### config.mk
export PLATFORM = sky130hd
export DESIGN_NAME = curi_upgrade_issue
export DESIGN_NICKNAME = d
export VERILOG_FILES = /design/src/core/curi_pkg.sv /design/src/core/curi_reqnum_pool.sv /design/src/core/curi_upgrade_issue.sv
export VERILOG_INCLUDE_DIRS = /design/src /design/src/core
export SDC_FILE = /design/constraint.sdc
export NUM_CORES = 1
export LEC_CHECK = 0
export BUFFER_PORTS_ARGS = -buffer_cell sky130_fd_sc_hd__buf_2
export CAP_MARGIN = 5
export CORE_MARGIN = 4
export CORE_UTILIZATION = 45
export CTS_CLUSTER_DIAMETER = 100
export DETAILED_ROUTE_END_ITERATION = 6
export PLACE_DENSITY = 0.77
export SYNTH_ARGS = -nofsm -noshare
export SYNTH_HDL_FRONTEND = slang
export SYNTH_HIERARCHICAL = 1
export SYNTH_SLANG_ARGS = --single-unit
### constraint.sdc
create_clock -name clk_sys -period 2.85 [get_ports clk_sys]
set_clock_uncertainty 0.1 [all_clocks]
set_input_delay 0.57 -clock clk_sys [delete_from_list [all_inputs] [get_ports clk_sys]]
set_output_delay 0.57 -clock clk_sys [all_outputs]
set_load 0.005 [all_outputs]
### src/core/curi_consts.svh
/*
  Constants of the cache-upgrade request issue block: command word fields,
  address/data fields and counts.
  Assumes inclusion by the package, design, bench and checker files of this block.
*/
// What this block does
// - Store or exclusive prefetch hitting a shared block raises an upgrade request.
// - Each upgrade is one address cycle, no data cycle, valid strobe asserted.
// - Command bit 11 low; a free request number on bits 10:8.
// - Upgrade command code on command bits 7:5.
// - Upgrade cause code on command bits 4:3.
// - Prior block state on bits 2:1; command bit 0 driven high.
// - Target indication on address/data bits 63:60.
// - Cache way on address/data bit 57.
// - Physical block address on address/data bits 39:0.
// - Issue only while holding bus mastership.
// - Issue only if read-ready was asserted two cycles earlier.
// - Hold back when the outstanding-request limit would be exceeded.
// - Issue only when a request number is free.
// - Withhold while a conflicting external coherency request is outstanding.
// - At most four upgrade requests outstanding at once.
// - From slave state, request mastership; wait for grant and release.
`ifndef CURI_CONSTS_SVH
`define CURI_CONSTS_SVH

`define CURI_CMD_W          12
`define CURI_AD_W           64
`define CURI_PADDR_W        40
`define CURI_REQNUM_W       3
`define CURI_NUM_REQNUMS    8
`define CURI_MAX_UPGRADES   4
`define CURI_RDY_DELAY      2

`define CURI_CMD_DATA_BIT   11
`define CURI_CMD_REQNUM_HI  10
`define CURI_CMD_REQNUM_LO  8
`define CURI_CMD_CODE_HI    7
`define CURI_CMD_CODE_LO    5
`define CURI_CMD_CAUSE_HI   4
`define CURI_CMD_CAUSE_LO   3
`define CURI_CMD_STATE_HI   2
`define CURI_CMD_STATE_LO   1
`define CURI_CMD_ONE_BIT    0

`define CURI_AD_TARGET_HI   63
`define CURI_AD_TARGET_LO   60
`define CURI_AD_WAY_BIT     57
`define CURI_AD_ADDR_HI     39

`define CURI_UPGRADE_CODE   3'h2
`define CURI_UPGRADE_CAUSE  2'h0

`endif

### src/core/curi_pkg.sv
/*
  Types of the cache-upgrade request issue block.
  Assumes the constants header sits beside it.
*/
`include "curi_consts.svh"

package curi_pkg;

  typedef struct packed {
    logic [`CURI_PADDR_W-1:0] paddr;
    logic [1:0]               former_state;
    logic                     way;
    logic [3:0]               target;
    logic                     exclusive_op;
  } curi_upg_req_s;

  typedef struct packed {
    logic [`CURI_CMD_W-1:0] cmd;
    logic [`CURI_AD_W-1:0]  addr_data;
    logic                   valid_n;
    logic                   request_n;
  } curi_bus_out_s;

  typedef struct packed {
    logic grant_n;
    logic release_n;
    logic read_ready_n;
  } curi_bus_in_s;

  typedef struct packed {
    logic                     done;
    logic [`CURI_REQNUM_W-1:0] reqnum;
  } curi_resp_s;

  typedef enum logic [1:0] {
    CURI_SLAVE,
    CURI_WAIT_GRANT,
    CURI_MASTER
  } curi_mst_e;

endpackage : curi_pkg

### src/core/curi_reqnum_pool.sv
/*
  Request number pool: tracks numbers in use and upgrades outstanding,
  offers the lowest free number.
  Assumes allocate is only asserted while free_avail is high.
*/
`timescale 1ns/1ns
`default_nettype none
`include "curi_consts.svh"

module curi_reqnum_pool
(
  // Clock and reset
  input  wire logic                       clk_sys,
  input  wire logic                       rstn,
  // Allocation
  input  wire logic                       alloc,
  input  wire logic                       resp_done,
  input  wire logic [`CURI_REQNUM_W-1:0]  resp_num,
  // State
  output logic                            free_avail,
  output logic [`CURI_REQNUM_W-1:0]       free_num,
  output logic [2:0]                      outstanding
);
  import curi_pkg::*;

  typedef struct packed {
    logic [`CURI_NUM_REQNUMS-1:0] busy;
    logic [2:0]                   count;
  } curi_pool_s;

  curi_pool_s st;
  curi_pool_s next_st;
  logic       rel;

  always_comb
  begin
    free_avail = 1'b0;
    free_num   = 3'h0;
    for (int i = `CURI_NUM_REQNUMS - 1; i >= 0; i--)
    begin
      if (!st.busy[i])
      begin
        free_avail = 1'b1;
        free_num   = 3'(i);
      end
    end
  end

  assign outstanding = st.count;
  assign rel         = resp_done && st.busy[resp_num];

  always_comb
  begin
    next_st = st;
    // A number stays busy from issue to its completing response
    if (rel)
      next_st.busy[resp_num] = 1'b0;
    if (alloc)
      next_st.busy[free_num] = 1'b1;
    if (alloc && !rel)
      next_st.count = st.count + 3'h1;
    else if (rel && !alloc)
      next_st.count = st.count - 3'h1;
  end

  always_ff @(posedge clk_sys or negedge rstn)
  begin
    if (!rstn)
      st <= '0;
    else
      st <= next_st;
  end

endmodule // curi_reqnum_pool

`default_nettype wire

### src/core/curi_upgrade_issue.sv
/*
  Upgrade request issue: takes upgrade requests from the secondary-cache
  side, wins bus mastership and drives one address cycle per request.
  Assumes bus inputs are asynchronous pins and the response inputs come
  from logic on clk_sys.
*/
`timescale 1ns/1ns
`default_nettype none
`include "curi_consts.svh"

module curi_upgrade_issue
(
  // Clock and reset
  input  wire logic                        clk_sys,
  input  wire logic                        rstn,
  // Cache side request
  input  wire logic                        upg_valid,
  input  wire curi_pkg::curi_upg_req_s     upg_req,
  input  wire logic                        upg_shared_hit,
  output logic                             upg_ready,
  // Mode and coherency status
  input  wire logic [1:0]                  outstanding_request_limit,
  input  wire logic                        coherency_conflict,
  // Completed responses
  input  wire curi_pkg::curi_resp_s        resp,
  // System bus pins
  input  wire logic                        mastership_grant_n,
  input  wire logic                        mastership_release_n,
  input  wire logic                        read_flow_ready_n,
  output logic                             mastership_request_n,
  output logic                             bus_valid_n,
  output logic [`CURI_CMD_W-1:0]           bus_command_word,
  output logic [`CURI_AD_W-1:0]            bus_addr_data,
  output logic [`CURI_REQNUM_W-1:0]        issued_reqnum
);
  import curi_pkg::*;

  typedef struct packed {
    curi_bus_in_s  sync1;
    curi_bus_in_s  sync2;
    curi_mst_e     mst;
    curi_bus_out_s bus;
    logic [`CURI_REQNUM_W-1:0] num;
  } curi_issue_s;

  curi_issue_s st;
  curi_issue_s next_st;

  logic                      free_avail;
  logic [`CURI_REQNUM_W-1:0] free_num;
  logic [2:0]                outstanding;
  logic                      want;
  logic                      can_issue;
  logic [2:0]                limit;

  // Limit mode encodes 1 to 4 outstanding requests
  function automatic logic [2:0] curi_limit(input logic [1:0] mode);
    return {1'b0, mode} + 3'h1;
  endfunction

  // Build the address-cycle command word
  function automatic logic [`CURI_CMD_W-1:0] curi_cmd(
    input logic [`CURI_REQNUM_W-1:0] n,
    input logic [1:0]                state);
    logic [`CURI_CMD_W-1:0] c;
    c = '0;
    c[`CURI_CMD_DATA_BIT] = 1'b0;
    c[`CURI_CMD_REQNUM_HI:`CURI_CMD_REQNUM_LO] = n;
    c[`CURI_CMD_CODE_HI:`CURI_CMD_CODE_LO] = `CURI_UPGRADE_CODE;
    c[`CURI_CMD_CAUSE_HI:`CURI_CMD_CAUSE_LO] = `CURI_UPGRADE_CAUSE;
    c[`CURI_CMD_STATE_HI:`CURI_CMD_STATE_LO] = state;
    c[`CURI_CMD_ONE_BIT] = 1'b1;
    return c;
  endfunction

  // Build the address-cycle address/data word
  function automatic logic [`CURI_AD_W-1:0] curi_ad(input curi_upg_req_s r);
    logic [`CURI_AD_W-1:0] a;
    a = '0;
    a[`CURI_AD_TARGET_HI:`CURI_AD_TARGET_LO] = r.target;
    a[`CURI_AD_WAY_BIT] = r.way;
    a[`CURI_AD_ADDR_HI:0] = r.paddr;
    return a;
  endfunction

  curi_reqnum_pool u_pool
  (
    .clk_sys     (clk_sys),
    .rstn        (rstn),
    .alloc       (can_issue),
    .resp_done   (resp.done),
    .resp_num    (resp.reqnum),
    .free_avail  (free_avail),
    .free_num    (free_num),
    .outstanding (outstanding)
  );

  assign limit = curi_limit(outstanding_request_limit);

  // Only stores or exclusive prefetches that hit a shared block
  assign want = upg_valid && upg_shared_hit && upg_req.exclusive_op;

  assign can_issue = want
                  && (st.mst == CURI_MASTER)
                  && !st.sync2.read_ready_n
                  && (outstanding < limit)
                  && (outstanding < 3'(`CURI_MAX_UPGRADES))
                  && free_avail
                  && !coherency_conflict;

  assign upg_ready = can_issue;

  always_comb
  begin
    next_st = st;
    next_st.sync1.grant_n      = mastership_grant_n;
    next_st.sync1.release_n    = mastership_release_n;
    next_st.sync1.read_ready_n = read_flow_ready_n;
    // Second flop holds ready as it stood two edges before the address cycle
    next_st.sync2 = st.sync1;

    unique case (st.mst)
      CURI_SLAVE:
      begin
        if (want)
        begin
          next_st.bus.request_n = 1'b0;
          next_st.mst = CURI_WAIT_GRANT;
        end
      end
      CURI_WAIT_GRANT:
      begin
        if (!st.sync2.grant_n && !st.sync2.release_n)
          next_st.mst = CURI_MASTER;
      end
      CURI_MASTER:
      begin
        if (st.sync2.grant_n)
        begin
          next_st.mst = CURI_SLAVE;
          next_st.bus.request_n = 1'b1;
        end
      end
      default:
        next_st.mst = CURI_SLAVE;
    endcase

    // One address cycle, no data cycle
    next_st.bus.valid_n = !can_issue;
    if (can_issue)
    begin
      next_st.bus.cmd       = curi_cmd(free_num, upg_req.former_state);
      next_st.bus.addr_data = curi_ad(upg_req);
      next_st.num           = free_num;
      if (!want || outstanding + 3'h1 >= limit)
        next_st.bus.request_n = 1'b1;
    end
    else if (st.mst == CURI_MASTER && want)
      next_st.bus.request_n = 1'b0;
  end

  always_ff @(posedge clk_sys or negedge rstn)
  begin
    if (!rstn)
    begin
      st                 <= '0;
      st.sync1           <= '1;
      st.sync2           <= '1;
      st.mst             <= CURI_SLAVE;
      st.bus.valid_n     <= 1'b1;
      st.bus.request_n   <= 1'b1;
    end
    else
      st <= next_st;
  end

  assign mastership_request_n = st.bus.request_n;
  assign bus_valid_n          = st.bus.valid_n;
  assign bus_command_word     = st.bus.cmd;
  assign bus_addr_data        = st.bus.addr_data;
  assign issued_reqnum        = st.num;

endmodule // curi_upgrade_issue

`default_nettype wire

==> flow_summary_export.csv <==
group,metric,value,unit
setup_path,cp_max_fo,7,
clock_tree,clock-sinks,72,
cells_and_area,fill_cells,786,
cells_and_area,ff_latch_area,1812,µm²
hold_path,min_path_type,"input pin to flip-flop",
clock_tree,cts_resized,0,
power_and_ir_drop,combinationalPowerShare,17.1,%
clock_tree,cts-root-buf,"clkbuf_8",
routing,drt_iter0_drc,52,
die,die_width,101.4,µm
synth,ys.flop_type,"dfrtp_1",
synth,synth_edf_count,0,
sta,rsz0062_at_grt,"false",
synth,synth_warnings,6,
synth,avgSynthCellArea,12.81,µm²
power_and_ir_drop,p_total,2.424,mW
sta,setup_tns,0,ps
sta,tightestPinTransition,883.3,ps
power_and_ir_drop,ir_drop,0.2239,mV
setup_path,crit_path_max_incr_delay,470,ps
setup_path,worst_ep_required_time,2180,ps
power_and_ir_drop,leakagePower,2.438,nW
die,fp.coreArea,8341,µm²
placement,port_buffers,119,
sta,fin_crit,2509,ps
cells_and_area,diodes,0,
clock_tree,cts_buffers,9,
power_and_ir_drop,p_int,1.799,mW
synth,yosys.area_share.adder,2.999,%
synth,synthCells,306,
die,rows,33,
routing,ant_nets,0,
routing,drt_wl_total,7.047,mm
synth,synth_top_area_share,40.84,%
synth,synth_seq_cells,72,
die,io_pins,144,
sta,slew_headroom,41.11,%
placement,hpwl,5.281,mm
synth,synth_area,3921,µm²
clock_tree,path_clk_slew,80,ps
routing,drcViolationCount,0,
power_and_ir_drop,cellPowerDensity,572.7,nW/µm²
setup_path,crit_path_start_kind,"flip-flop",
setup_path,path_class,"flip-flop to output pin",
global_route,grt_max_degree,73,
routing,via_per_inst,4.753,
power_and_ir_drop,swShare,25.77,%
synth,synth_mux_area_share,20.17,%
die,dieArea,10270,µm²
global_route,grt_use_total,13.96,%
clock_tree,clock_path_buffers,2,
synth,ys_async_sr_fraction,100.0,%
routing,firstDrtPassIters,4,
synth,synth_top_family_by_area,"multiplexers",
clock_tree,cts_tree,"done",
sta,min_period_over_period,88.04,%
synth,synth_compound_area_share,4.914,%
global_route,grt_pass1_vias,2348,
clock_tree,cts_max_level,3,
sta,slew_viol_final,0,
synth,yosysTopAreaCell,"dfrtp_1",
cells_and_area,drive_gt1_share,53.58,%
synth,synth-simple-area-share,4.850,%
placement,gp_congestion,0.8577,
synth,synth_area_leaders,"dfrtp_1, mux2_4, buf_4",
setup_path,critPathTopFamily,"simple AND/OR/NAND/NOR gates",
setup_path,crit_arrival,1840,ps
setup_path,worst-path-buf-inv,3,
cells_and_area,multi_input_area,1416,µm²
sta,hold_viol,0,
power_and_ir_drop,clkPwrFrac,32.8,%
clock_tree,cts_hold_buf,0,
global_route,grt_pass1_wl,11.27,mm
die,die_h,101.4,µm
global_route,antenna_found_initial,0,
power_and_ir_drop,pwr-share-seq,50.1,%
cells_and_area,syn_to_final_growth,7.945,%
clock_tree,worst_skew_pair.late_latency,330,ps
setup_path,path_common_cell,"nand2_1",
die,initial_core_util,47.01,%
global_route,gr-total-overflow,0,
placement,detailedPlace.worstSlack,84.54,ps
routing,vias,2291,
synth,ys_seq_area_share,46.20,%
cells_and_area,fin_nets,442,
sta,clock.fmax,0.3985,GHz
clock_tree,cts_setup_buffers,0,
setup_path,endpoint_kind,"output pin",
cells_and_area,final_common_cell,"buf_2",
power_and_ir_drop,switchingPower,0.6246,mW
synth,synth_cell_types,46,
routing,avgRoutedWirePerCell,14.62,µm
setup_path,cpMaxStageDelayCell,"dfrtp_1",
setup_path,crit_chain,"nand2_1 -> nor2_1 -> nand2_1 -> nor3b_2 -> nand4b_1 -> inv_1 -> buf_4 -> buf_2",
cells_and_area,most-common-layout-cells,"buf_2, dfrtp_1, mux2_4",
sta,finalSetupViolCount,0,
run,cap_violations,0,
synth,synth_xor_area_share,0.8934,%
run_status,status,"completed",
sta,fin_ws,340.8,ps
sta,hold_slack,226.9,ps
cells by family after synthesis:
group           count (synthesis)
compound gates                 29
xor+xnor                        4
fa+ha+maj                       9
buf+inv                       101
flops                          72
mux                            54
other cells                     1
simple gates                   36
sequential cells by signal (all words and copies together) (netlist names):
signal / cells
bus_command_word: 3
u_pool/st: 8
issued_reqnum: 3
next_st: 3
u_pool/outstanding: 3
bus_addr_data: 45
mastership_request_n: 1
st: 5
bus_valid_n: 1
Yosys cell counts, drive strengths merged (2+ instances only):
library cell	count
o31ai	2
nor2	9
buf	90
and3	2
xor2	3
dfrtp	64
ha	7
nand2	9
nor2b	2
nand3	4
inv	11
a31oi	2
nand2b	3
mux2	52
dfstp	8
nor3	3
o21ai	13
a21oi	2
layer usage:
| metal | wire length (µm) | GRT usage, % | part of all wire, % |
|---|---|---|---|
| met4 | 127 | 6.033 | 1.8 |
| met5 | 0 | 0 | 0 |
| met3 | 462 | 2.342 | 6.6 |
| met2 | 3572 | 23.54 | 51 |
| met1 | 2884 | 17.70 | 41 |
final cells by class:
type                       instances  share of cell area [%]
clock buffer                      12                   3.429
clock inverter                     4                   1.271
inverter                          11                  0.9755
multi-input combinational        156                   33.46
sequential                        72                   42.80
tap                              105                   3.104
timing repair buffer             122                   14.96
power by group through the flow:
stage               clock (mW)  sequential, mW  combinational, mW
floorplan                    0            1.21              0.394
global placement             0            1.23              0.401
detailed placement           0            1.24              0.422
CTS                      0.825            1.22              0.425
global route             0.859            1.23              0.475
finish                   0.794            1.21              0.415
through the flow:
stage / cell area (µm²) / instances / util (%)
2_1_floorplan: 4008 / 329 / -
3_3_place_gp: 4034 / 466 / 48.36
3_5_place_dp: 4034 / 466 / 48.36
4_1_cts: 4233 / 482 / 50.75
5_1_grt: 4233 / 482 / 50.75
6_report: 4233 / 482 / 50.75
final timing paths:
path,start,end,slack [ps],cells after the start
min in group asynchronous,rstn,u_pool/st[5],250,1
max in group asynchronous,rstn,bus_addr_data[27],1800,1
setup / recovery,u_pool/st[5],upg_ready,340,8
hold reg to reg,next_st[83],st[83],260,0
setup reg to reg,u_pool/st[10],u_pool/outstanding[2],430,10
hold / removal,mastership_grant_n,next_st[85],230,1
No activity file was read; power rests on OpenSTA's default activity.
